==> src/core/psar_pkg.sv <==
// constants for the phy status and negotiation register bank
package psar_pkg;
   // ---------------------------------------------------------------
   // register indexes
   // ---------------------------------------------------------------
   localparam logic [4:0] IDX_STATUS    = 5'h01;
   localparam logic [4:0] IDX_ID_HIGH   = 5'h02;
   localparam logic [4:0] IDX_ID_LOW    = 5'h03;
   localparam logic [4:0] IDX_ADVERTISE = 5'h04;
   localparam logic [4:0] IDX_PARTNER   = 5'h05;
   // ---------------------------------------------------------------
   // status word fixed bits and bit positions
   // ---------------------------------------------------------------
   localparam logic [4:0] STATUS_CAPS   = 5'h0F; // bits 15..11
   localparam int         ST_DONE_BIT   = 5;
   localparam int         ST_RFLT_BIT   = 4;
   localparam int         ST_ANCAP_BIT  = 3;
   localparam int         ST_LINK_BIT   = 2;
   localparam int         ST_JAB_BIT    = 1;
   localparam int         ST_EXT_BIT    = 0;
   // ---------------------------------------------------------------
   // identifier contents (arbitrary values, not any real part)
   // ---------------------------------------------------------------
   localparam logic [15:0] ORG_ID_HIGH  = 16'h1234; // arbitrary
   localparam logic [5:0]  ORG_ID_LOW   = 6'h15;    // arbitrary
   localparam logic [5:0]  MODEL_NUM    = 6'h2A;    // arbitrary
   localparam logic [3:0]  REVISION_NUM = 4'h3;     // arbitrary
   // ---------------------------------------------------------------
   // advertisement layout and reset values
   // ---------------------------------------------------------------
   localparam int         ADV_RFLT_BIT  = 13;
   localparam int         PAUSE_LSB     = 10;
   localparam int         TECH_LSB      = 5;
   localparam logic [1:0] PAUSE_NONE    = 2'h0;
   localparam logic [1:0] PAUSE_SYM     = 2'h1;
   localparam logic [1:0] PAUSE_ASYM    = 2'h2;
   localparam logic [1:0] PAUSE_BOTH    = 2'h3;
   localparam logic [3:0] ADV_TECH_RST  = 4'hF;
   localparam logic [4:0] SELECTOR_8023 = 5'h01;
   localparam logic [15:0] ADV_WR_MASK  = 16'h2DFF; // 13,11:10,8:0
   localparam logic [15:0] ADV_RST      = 16'h01E1;
   localparam logic [15:0] PARTNER_MASK = 16'h2FFF; // 13,11:0
endpackage : psar_pkg

==> src/core/psar_latch_bit.sv <==
// latching status bit: holds an event until read, then follows state
`timescale 1ns/10ps
`default_nettype none
module psar_latch_bit #(
   parameter bit LATCH_HIGH = 1'b1
) (
   // clock and reset
   input  wire logic clock,
   input  wire logic rst_n,
   // condition and read release
   input  wire logic cond,
   input  wire logic rd_release,
   // latched view
   output var  logic value
);
   logic held;
   // an event in the release cycle still wins: set beats clear
   always_ff @(posedge clock or negedge rst_n) begin
      if (!rst_n) begin
         held <= 1'b0;
      end else if (cond == LATCH_HIGH) begin
         held <= 1'b1;
      end else if (rd_release) begin
         held <= 1'b0;
      end
   end
   // latch high shows event or condition, latch low shows neither loss
   assign value = LATCH_HIGH ? (held | cond) : (~held & cond);
endmodule : psar_latch_bit
`default_nettype wire

==> src/core/psar_regs.sv <==
// phy status, identifier and negotiation register bank
`timescale 1ns/10ps
`default_nettype none
module psar_regs (
   // clock and reset
   input  wire logic        clock,
   input  wire logic        rst_n,
   // management access port from the mac side
   input  wire logic        mgmt_req,
   input  wire logic        mgmt_write,
   input  wire logic [4:0]  mgmt_index,
   input  wire logic [15:0] mgmt_wdata,
   output var  logic [15:0] mgmt_rdata,
   output var  logic        mgmt_ack,
   // line side conditions (asynchronous)
   input  wire logic        link_up,
   input  wire logic        remote_fault,
   input  wire logic        jabber,
   // negotiation engine (same clock)
   input  wire logic        neg_done,
   input  wire logic        partner_load,
   input  wire logic [15:0] partner_word,
   // negotiated result
   output var  logic        pause_sym_en,
   output var  logic        pause_asym_en
);
   // ---------------------------------------------------------------
   // synchronisers for line conditions
   // ---------------------------------------------------------------
   logic [2:0] sync_a;
   logic [2:0] sync_b;
   always_ff @(posedge clock or negedge rst_n) begin
      if (!rst_n) begin
         sync_a <= 3'h0;
         sync_b <= 3'h0;
      end else begin
         sync_a <= {link_up, remote_fault, jabber};
         sync_b <= sync_a;
      end
   end
   wire link_s  = sync_b[2];
   wire fault_s = sync_b[1];
   wire jab_s   = sync_b[0];

   // ---------------------------------------------------------------
   // access decode
   // ---------------------------------------------------------------
   wire rd_any    = mgmt_req & ~mgmt_write;
   wire rd_status = rd_any & (mgmt_index == psar_pkg::IDX_STATUS);
   wire wr_adv    = mgmt_req & mgmt_write
                  & (mgmt_index == psar_pkg::IDX_ADVERTISE);

   // latching bits, one instance per kind
   logic fault_v;
   logic link_v;
   logic jab_v;
   psar_latch_bit #(.LATCH_HIGH(1'b1)) u_fault (
      .clock      (clock),
      .rst_n      (rst_n),
      .cond       (fault_s),
      .rd_release (rd_status),
      .value      (fault_v)
   );
   psar_latch_bit #(.LATCH_HIGH(1'b0)) u_link (
      .clock      (clock),
      .rst_n      (rst_n),
      .cond       (link_s),
      .rd_release (rd_status),
      .value      (link_v)
   );
   psar_latch_bit #(.LATCH_HIGH(1'b1)) u_jab (
      .clock      (clock),
      .rst_n      (rst_n),
      .cond       (jab_s),
      .rd_release (rd_status),
      .value      (jab_v)
   );

   // ---------------------------------------------------------------
   // advertisement and partner storage
   // ---------------------------------------------------------------
   logic [15:0] adv;
   logic [15:0] partner;
   // only writable fields take write data; reserved bits stay zero
   always_ff @(posedge clock or negedge rst_n) begin
      if (!rst_n) begin
         adv <= psar_pkg::ADV_RST;
      end else if (wr_adv) begin
         adv <= mgmt_wdata & psar_pkg::ADV_WR_MASK;
      end
   end
   // next page and acknowledge never captured; reserved 12 dropped
   always_ff @(posedge clock or negedge rst_n) begin
      if (!rst_n) begin
         partner <= 16'h0000;
      end else if (partner_load) begin
         partner <= partner_word
                  & psar_pkg::PARTNER_MASK;
      end
   end

   // ---------------------------------------------------------------
   // pause resolution at completion
   // ---------------------------------------------------------------
   wire [1:0] adv_p  = adv[psar_pkg::PAUSE_LSB +: 2];
   wire [1:0] part_p = partner[psar_pkg::PAUSE_LSB +: 2];
   // symmetric preferred; asymmetric only when symmetric impossible
   wire sym_ok  = adv_p[0] & part_p[0];
   wire asym_ok = ~sym_ok & adv_p[1] & part_p[1];
   always_ff @(posedge clock or negedge rst_n) begin
      if (!rst_n) begin
         pause_sym_en  <= 1'b0;
         pause_asym_en <= 1'b0;
      end else begin
         pause_sym_en  <= neg_done & sym_ok;
         pause_asym_en <= neg_done & asym_ok;
      end
   end

   // ---------------------------------------------------------------
   // read mux
   // ---------------------------------------------------------------
   wire [15:0] status_word = {
      psar_pkg::STATUS_CAPS,
      5'h00,
      neg_done,
      fault_v,
      1'b1,
      link_v,
      jab_v,
      1'b1};
   wire [15:0] id_low_word = {psar_pkg::ORG_ID_LOW,
      psar_pkg::MODEL_NUM, psar_pkg::REVISION_NUM};
   logic [15:0] next_rdata;
   always_comb begin
      case (mgmt_index)
         psar_pkg::IDX_STATUS:    next_rdata = status_word;
         psar_pkg::IDX_ID_HIGH:   next_rdata = psar_pkg::ORG_ID_HIGH;
         psar_pkg::IDX_ID_LOW:    next_rdata = id_low_word;
         psar_pkg::IDX_ADVERTISE: next_rdata = adv;
         psar_pkg::IDX_PARTNER:   next_rdata = partner;
         default:                 next_rdata = 16'h0000;
      endcase
   end
   // data registered with the ack, one cycle after the request
   always_ff @(posedge clock or negedge rst_n) begin
      if (!rst_n) begin
         mgmt_rdata <= 16'h0000;
         mgmt_ack   <= 1'b0;
      end else begin
         mgmt_ack <= mgmt_req;
         if (rd_any) begin
            mgmt_rdata <= next_rdata;
         end
      end
   end

   // ---------------------------------------------------------------
   // assertions
   // ---------------------------------------------------------------
   property p_caps;
      @(posedge clock) disable iff (!rst_n)
      rd_status |=> (mgmt_rdata[15:11] == psar_pkg::STATUS_CAPS)
         && (mgmt_rdata[10:6] == 5'h00);
   endproperty
   a_caps: assert property (p_caps) else $error("status caps wrong");
   property p_done;
      @(posedge clock) disable iff (!rst_n)
      rd_status |=> mgmt_rdata[psar_pkg::ST_DONE_BIT] == $past(neg_done);
   endproperty
   a_done: assert property (p_done) else $error("done bit wrong");
   property p_fault_hold;
      @(posedge clock) disable iff (!rst_n)
      (fault_s && !rd_status) ##1 !rd_status |=> fault_v;
   endproperty
   a_fault_hold: assert property (p_fault_hold)
      else $error("fault not held");
   property p_link_low;
      @(posedge clock) disable iff (!rst_n)
      (!link_s && !rd_status) |=> !link_v;
   endproperty
   a_link_low: assert property (p_link_low)
      else $error("link loss not held");
   property p_jab_hold;
      @(posedge clock) disable iff (!rst_n)
      (jab_s && !rd_status) |=> jab_v;
   endproperty
   a_jab_hold: assert property (p_jab_hold)
      else $error("jabber not held");
   // two reset edges so the time-zero race cannot leave a stale value
   property p_latch_reset;
      @(posedge clock)
      !rst_n ##1 !rst_n |-> !fault_v && !link_v && !jab_v;
   endproperty
   a_latch_reset: assert property (p_latch_reset)
      else $error("latched bit set in reset");
   property p_fixed;
      @(posedge clock) disable iff (!rst_n)
      rd_status |=> mgmt_rdata[3] && mgmt_rdata[0];
   endproperty
   a_fixed: assert property (p_fixed) else $error("fixed ones wrong");
   property p_id_high;
      @(posedge clock) disable iff (!rst_n)
      rd_any && (mgmt_index == psar_pkg::IDX_ID_HIGH)
         |=> mgmt_rdata == psar_pkg::ORG_ID_HIGH;
   endproperty
   a_id_high: assert property (p_id_high) else $error("id high wrong");
   property p_id_low;
      @(posedge clock) disable iff (!rst_n)
      rd_any && (mgmt_index == psar_pkg::IDX_ID_LOW)
         |=> mgmt_rdata == {psar_pkg::ORG_ID_LOW, psar_pkg::MODEL_NUM,
         psar_pkg::REVISION_NUM};
   endproperty
   a_id_low: assert property (p_id_low) else $error("id low wrong");
   // remote fault, pause and technology fields take exactly the value written
   property p_adv_rflt;
      @(posedge clock) disable iff (!rst_n)
      wr_adv |=> adv[psar_pkg::ADV_RFLT_BIT]
         == $past(mgmt_wdata[psar_pkg::ADV_RFLT_BIT]);
   endproperty
   a_adv_rflt: assert property (p_adv_rflt)
      else $error("adv remote fault not written");
   property p_adv_pause;
      @(posedge clock) disable iff (!rst_n)
      wr_adv |=> adv[psar_pkg::PAUSE_LSB +: 2]
         == $past(mgmt_wdata[psar_pkg::PAUSE_LSB +: 2]);
   endproperty
   a_adv_pause: assert property (p_adv_pause)
      else $error("adv pause not written");
   property p_adv_tech;
      @(posedge clock) disable iff (!rst_n)
      wr_adv |=> adv[psar_pkg::TECH_LSB +: 4]
         == $past(mgmt_wdata[psar_pkg::TECH_LSB +: 4]);
   endproperty
   a_adv_tech: assert property (p_adv_tech)
      else $error("adv technology not written");
   // stored words come back to their reset contents in any reset
   property p_word_reset;
      @(posedge clock)
      !rst_n ##1 !rst_n |-> (adv[4:0] == psar_pkg::SELECTOR_8023)
         && (adv[psar_pkg::TECH_LSB +: 4] == psar_pkg::ADV_TECH_RST)
         && (adv[15:9] == 7'h00) && (partner == 16'h0000);
   endproperty
   a_word_reset: assert property (p_word_reset)
      else $error("word not at reset value");
   property p_adv_res;
      @(posedge clock) disable iff (!rst_n)
      wr_adv |=> (adv[15:14] == 2'h0) && !adv[9] && !adv[12];
   endproperty
   a_adv_res: assert property (p_adv_res)
      else $error("reserved adv bits set");
   property p_pause_one;
      @(posedge clock) disable iff (!rst_n)
      !(pause_sym_en && pause_asym_en);
   endproperty
   a_pause_one: assert property (p_pause_one)
      else $error("both pause modes on");
   property p_partner_top;
      @(posedge clock) disable iff (!rst_n)
      partner_load |=> (partner[15:14] == 2'h0);
   endproperty
   a_partner_top: assert property (p_partner_top)
      else $error("np or ack set");
   // read-only partner fields follow the received code word
   property p_partner_fields;
      @(posedge clock) disable iff (!rst_n)
      partner_load |=> (partner[13] == $past(partner_word[13]))
         && (partner[11:5] == $past(partner_word[11:5]));
   endproperty
   a_partner_fields: assert property (p_partner_fields)
      else $error("partner fields not captured");
   property p_unmapped;
      @(posedge clock) disable iff (!rst_n)
      rd_any && ((mgmt_index == 5'h00)
         || (mgmt_index > psar_pkg::IDX_PARTNER)) |=> mgmt_rdata == 16'h0000;
   endproperty
   a_unmapped: assert property (p_unmapped)
      else $error("unmapped read not zero");
   property p_ack;
      @(posedge clock) disable iff (!rst_n)
      mgmt_req |=> mgmt_ack;
   endproperty
   a_ack: assert property (p_ack) else $error("no ack");
   property p_ack_single;
      @(posedge clock) disable iff (!rst_n)
      !mgmt_req |=> !mgmt_ack;
   endproperty
   a_ack_single: assert property (p_ack_single)
      else $error("ack without request");
   // after a status read the latches show only the live condition
   property p_release;
      @(posedge clock) disable iff (!rst_n)
      rd_status && !fault_s && !jab_s && link_s
         |=> (!fault_v || fault_s) && (!jab_v || jab_s)
         && (link_v || !link_s);
   endproperty
   a_release: assert property (p_release)
      else $error("latch not released by read");
   c_status_rd: cover property (@(posedge clock) rd_status && fault_v);
   c_adv_wr:    cover property (@(posedge clock) wr_adv);
   c_pause:     cover property (@(posedge clock) pause_asym_en);
   c_link_loss: cover property (@(posedge clock) rd_status && !link_v && link_s);
endmodule : psar_regs
`default_nettype wire

==> config.mk <==
export PLATFORM = sky130hd
export DESIGN_NAME = psar_regs
export DESIGN_NICKNAME = d
export VERILOG_FILES = /design/src/core/psar_pkg.sv /design/src/core/psar_latch_bit.sv /design/src/core/psar_regs.sv
export SDC_FILE = /design/constraint.sdc
export NUM_CORES = 1
export LEC_CHECK = 0
export ABC_AREA = 1
export ABC_CLOCK_PERIOD_IN_PS = 3100
export BUFFER_PORTS_ARGS = -buffer_cell sky130_fd_sc_hd__buf_2
export CORE_MARGIN = 1.5
export CORE_UTILIZATION = 40
export DETAILED_ROUTE_END_ITERATION = 8
export REMOVE_ABC_BUFFERS = 1
export SYNTH_ARGS = -nofsm -noshare
export SYNTH_HDL_FRONTEND = slang
export SYNTH_HIERARCHICAL = 1
export SYNTH_SLANG_ARGS = --single-unit
export TNS_END_PERCENT = 1
==> constraint.sdc <==
create_clock -name clock -period 3.1 [get_ports clock]
set_clock_uncertainty 0.1 [all_clocks]
set_input_delay 0.62 -clock clock [delete_from_list [all_inputs] [get_ports clock]]
set_output_delay 0.62 -clock clock [all_outputs]
set_load 0.02 [all_outputs]
# [After elaboration in Yosys (flattened, before gate mapping)]
# Cells that the tools add are included.
[op_classes] n_eq_ne=6 n_reduce_logical=2 mux=5 n_bitwise=15
[op_table] operator="$pmux 15 s5" count=1
[op_table] operator="$and 1x1->1" count=10
[op_table] operator="$eq 5x2->1 const B" count=2
[op_table] operator="$eq 5x3->1 const B" count=2
[op_table] operator="$eq 5x1->1 const B" count=1
[op_table] operator="$mux 1" count=4
[op_table] operator="$reduce_bool 2->1" count=2
[op_table] operator="$not 1->1" count=3
[op_table] operator="$ne 2x1->1 const B" count=1
[op_table] operator="$or 1x1->1" count=2
[word_totals] reg_bits=53 elab_cells=39 output_inout_bits=19 input_bits=46

# [Depth between registers and ports, before layout]
[depth] word_depth=5 depth_mapped=8 mapped_depth_nobuf=8

# [Cells and area by module]
# Netlist, hierarchy kept.
[modules_own_cells] module="psar_regs" area_each_um2=2157.1 instances=1 seq_area_each_um2=1232.4 cells_each=219
[modules_own_cells] module="psar_latch_bit (u_fault ...)" area_each_um2=46.3 instances=2 seq_area_each_um2=25.0 cells_each=4
[modules_own_cells] module="psar_latch_bit (u_link)" area_each_um2=45.0 instances=1 seq_area_each_um2=25.0 cells_each=5

# [Worst setup path before layout]
# OpenSTA, ideal clock, no wires.
[synth_timing] kind="input-to-reg" start="input mgmt_req" end="register u_fault.held" t_required_ps=2872 setup_ps=128 t_arrival_ps=1564 setup_slack_ps=1308 n_path_buf=1 cell_stages=6 path_cell_list="inv_1 -> nor2_1 -> inv_1 -> buf_2 -> nor2_1 -> o21bai_2"
[synth_via] elab_chain_cells=3
[synth_rtl] element="start, declared" line_no="psar_regs.sv:9" text="input wire logic mgmt_req,"
[synth_rtl] element="$and 1x1->1" line_no="psar_regs.sv:48" text="wire rd_any = mgmt_req & ~mgmt_write;"
[synth_rtl] element="$and 1x1->1" line_no="psar_regs.sv:49" text="wire rd_status = rd_any & (mgmt_index == psar_pkg::IDX_STATUS);"
[synth_rtl] element="via rd_status" line_no="psar_regs.sv:49"
[synth_rtl] element="$reduce_bool 2->1 (no source line)"
[synth_rtl] element="end signal, assigned" line_no="psar_latch_bit.sv:20" text="held <= 1'b0;"
[synth_rtl] element="end signal, assigned" line_no="psar_latch_bit.sv:22" text="held <= 1'b1;"
[synth_rtl] element="end signal, assigned" line_no="psar_latch_bit.sv:24" text="held <= 1'b0;"
[synth_rtl] element="end, declared" line_no="psar_latch_bit.sv:16" text="logic held;"
# The timed path passes the listed nets, and every way through them passes these cells.
# A chain may end at the register's enable or synchronous reset.

# [Final worst setup path]
[layout_timing] start="input mgmt_index[4]" end="register u_jab.held"
[layout_via] elab_chain_cells=3
[layout_rtl] element="start, declared" line_no="psar_regs.sv:11" text="input wire logic [4:0] mgmt_index,"
[layout_rtl] element="$eq 5x1->1" line_no="psar_regs.sv:49"
[layout_rtl] element="$and 1x1->1" line_no="psar_regs.sv:49"
[layout_rtl] element="via rd_status" line_no="psar_regs.sv:49"
[layout_rtl] element="$reduce_bool 2->1 (no source line)"
[layout_rtl] element="end signal, assigned" line_no="psar_latch_bit.sv:20"
[layout_rtl] element="end signal, assigned" line_no="psar_latch_bit.sv:22"
[layout_rtl] element="end signal, assigned" line_no="psar_latch_bit.sv:24"
[layout_rtl] element="end, declared" line_no="psar_latch_bit.sv:16"
# The timed path passes the listed nets, and every way through them passes these cells.

==> summary.md <==
| Metric | Value |
|---|---|
| Status | finished clean |
| Pre-CTS setup slack | 0.998 ns |
| Predominant post-synthesis flop cell | dfrtp_1 |
| Clk pin slew, worst setup/hold paths | 0.10 ns |
| Slew Viols, Final | 0 |
| Antenna Nets Post-Route | 0 |
| Placeable Area | between 0.005 and 0.006 mm² |
| Clk root buf | clkbuf_8 |
| Sink Count | 52 |
| Cells after synthesis | 232 |
| Final #Nets | 336 |
| Worst reg2reg endpoint | mgmt_rdata[1]$_DFFE_PN0P_ |
| Req. time, crit path | between 3 and 4 ns |
| First-pass GRT wire length | 7670 µm |
| Largest net degree at the start of global routing | 35 |
| Class of the worst hold path | in -> async |
| RSZ-0062 raised after global routing | no |
| Setup CP Type | in -> reg |
| Cell area after synthesis | about 0.0023 mm² |
| Commonest cells after routing, fill and taps aside | nand2_1, buf_2, dfrtp_1 |
| DR iter-0 viols | between 70 and 80 |
| CP Launch Type | input port |
| FFs w/ async S/R, synth | 1.00 |
| Setup Viol. Count Final | 0 |
| Slack of the worst reg-to-reg path | 1.92 ns |
| Post-Synthesis Mean Instance Area | 9.89 µm² |
| Setup ws final | 1.32 ns |
| Port bufs | 56 |
| Fillcell total | 546 |
| Die Y | 78.7 µm |
| Worst r2r src | sync_b[0]$_DFF_PN0_ |
| Placed wire-length estimate | 3320 µm |
| Post-CTS Setup Inserts | 0 |
| Drt drc | 0 |
| Max_cap viols | 0 |
| Vias | 1663 |
| Post-synth EDFFs | 0 |
| Critical-path maximum fanout | 8 |
| Initial antenna violation count | 0 |
| CTS tree | yes |
| CP arrival | 1.87 ns |
| Routability cong. | 0.832 |
| N_diodes | 0 |
| Post_cts resized | 0 |
| Vias/cell | approximately 4.6 |
| H-Tree Depth | 2 |
| Max VDD drop | between 0.15 and 0.2 mV |
| Final hold vios | 0 |
| Routed len/inst | 12.7 µm |
| Layout cell share with drive strength beyond 1 | 0.368 |
| Period utilisation layout | 0.573 |
| Yosys cell types | 26 |
| Flops & latches, synth | 52 |
| # hold bufs at CTS | 0 |
| Vias in the first global route | 1581 |
| Critical path endpoint category | flop |
| Hold Worst Slack | 0.123 ns |
| Reg2reg path depth | 5 |
| Gr ovfl total | 0 |
| Synth Warn # | 6 |
| Die area | 0.00620 mm² |
| WL final | 4610 µm |
| Most common cell after layout, fill and taps aside | nand2_1 |
| Total I/O pin count | 65 |
| Leak | 0.00146 µW |
| Maximum buffer depth of the clock tree | 2 |
| Area Growth Syn to Fin | 19.8% |
| Chip width | just under 80 µm |
| Placement Rows | 27 |
| Initial core utilization | 0.417 |
| Initial DRT Pass Iterations | 4 |
| Tot GR Track Use | 0.162 |
| Cts bufs inserted | 5 |
| Worst Setup SP | mgmt_index[4] |
| Seq/Total Area, Yosys | 0.570 |
| Crit path time final | 1.78 ns |
| Max frequency | 0.563 GHz |
| Setup TNS | 0 ns |
| Worst skew pair latency | 0.30 ns |
| Pwr Density | 513 mW/mm² |
==> critical path, cell delays in order <==
cell and delay, ns:
buf_2 0.13, nor3_2 0.43, nand2_1 0.25, nor2_1 0.33, o21bai_2 0.11
==> state kept, by name, summed over array words and instances, names as in the netlist, 3 cells and up <==
register,flops
mgmt_rdata,15
partner,13
sync_a,3
sync_b,3
adv,12
==> layer usage <==
metal | global-route usage | part of all wire | vias up
met4 | 0.0536 | 0.0074 | 0
met2 | 0.253 | 0.46 | 39
met5 | 0 | 0 | -
met1 | 0.222 | 0.49 | 769
li1 | - | - | 853
met3 | 0.0379 | 0.043 | 2
==> final cells by class <==
cell class                 count  area (µm²)  share of cell area
sequential                    52        1310               0.476
multi-input combinational    149         851               0.310
timing repair buffer          58         295               0.107
inverter                      24        90.1              0.0328
tap                           72        90.1              0.0328
clock buffer                   5        68.8              0.0250
clock inverter                 3        46.3              0.0168
==> cells by family (layout without fill, tap and decap cells) <==
group	after synthesis	after routing	synth area share
AO/OA/AOI/OAI	20	20	0.0720
buffers and inverters	31	90	0.0594
other	1	1	0.00163
multiplexers	13	13	0.0638
AND/OR/NAND/NOR	115	115	0.233
flip-flops	52	52	0.570
==> synthesized netlist by cell type, types with 2 or more instances <==
library cell,count,area (µm²)
nor2_4,2,22.5
nand3_1,14,70.1
o21ai_2,11,96.3
inv_1,23,86.3
nand2_1,73,274
o21ai_0,3,15.0
a21oi_2,2,17.5
mux2_2,13,146
nor2_1,11,41.3
o21bai_2,2,22.5
nand4_1,8,50.1
dfstp_2,5,131
buf_4,2,15.0
or2_1,2,12.5
dfrtp_1,47,1180
buf_2,4,20.0
==> metrics by stage <==
| stage | std cells | area, µm² | total power, µW | utilization |
|---|---|---|---|---|
| after floorplan | 225 | 2250 | 868 | - |
| after global placement | 355 | 2630 | 948 | 0.478 |
| after detailed placement | 355 | 2630 | 953 | 0.478 |
| after CTS | 363 | 2750 | 1430 | 0.499 |
| after global routing | 363 | 2750 | 1480 | 0.499 |
| final | 363 | 2750 | 1410 | 0.499 |
==> worst max-delay path by stage <==
| stage | end | slack, ns | cells past startpoint |
|---|---|---|---|
| after floorplan | u_fault/held$_DFFE_PN0P_ | 0.96 | 5 |
| after global placement | u_fault/held$_DFFE_PN0P_ | 1.01 | 5 |
| after detailed placement | u_jab/held$_DFFE_PN0P_ | 1.0 | 5 |
| after CTS | u_jab/held$_DFFE_PN0P_ | 1.34 | 5 |
| after global routing | u_jab/held$_DFFE_PN0P_ | 1.22 | 5 |
| final | u_jab/held$_DFFE_PN0P_ | 1.32 | 5 |
==> report_power, final <==
part           internal (µW)  total (µW)  switching, µW
registers                738         768           30.0
clock network            243         474            231
logic                   69.7         169           99.2
total                   1050        1410            360
Power figures use the tool's default switching activity.
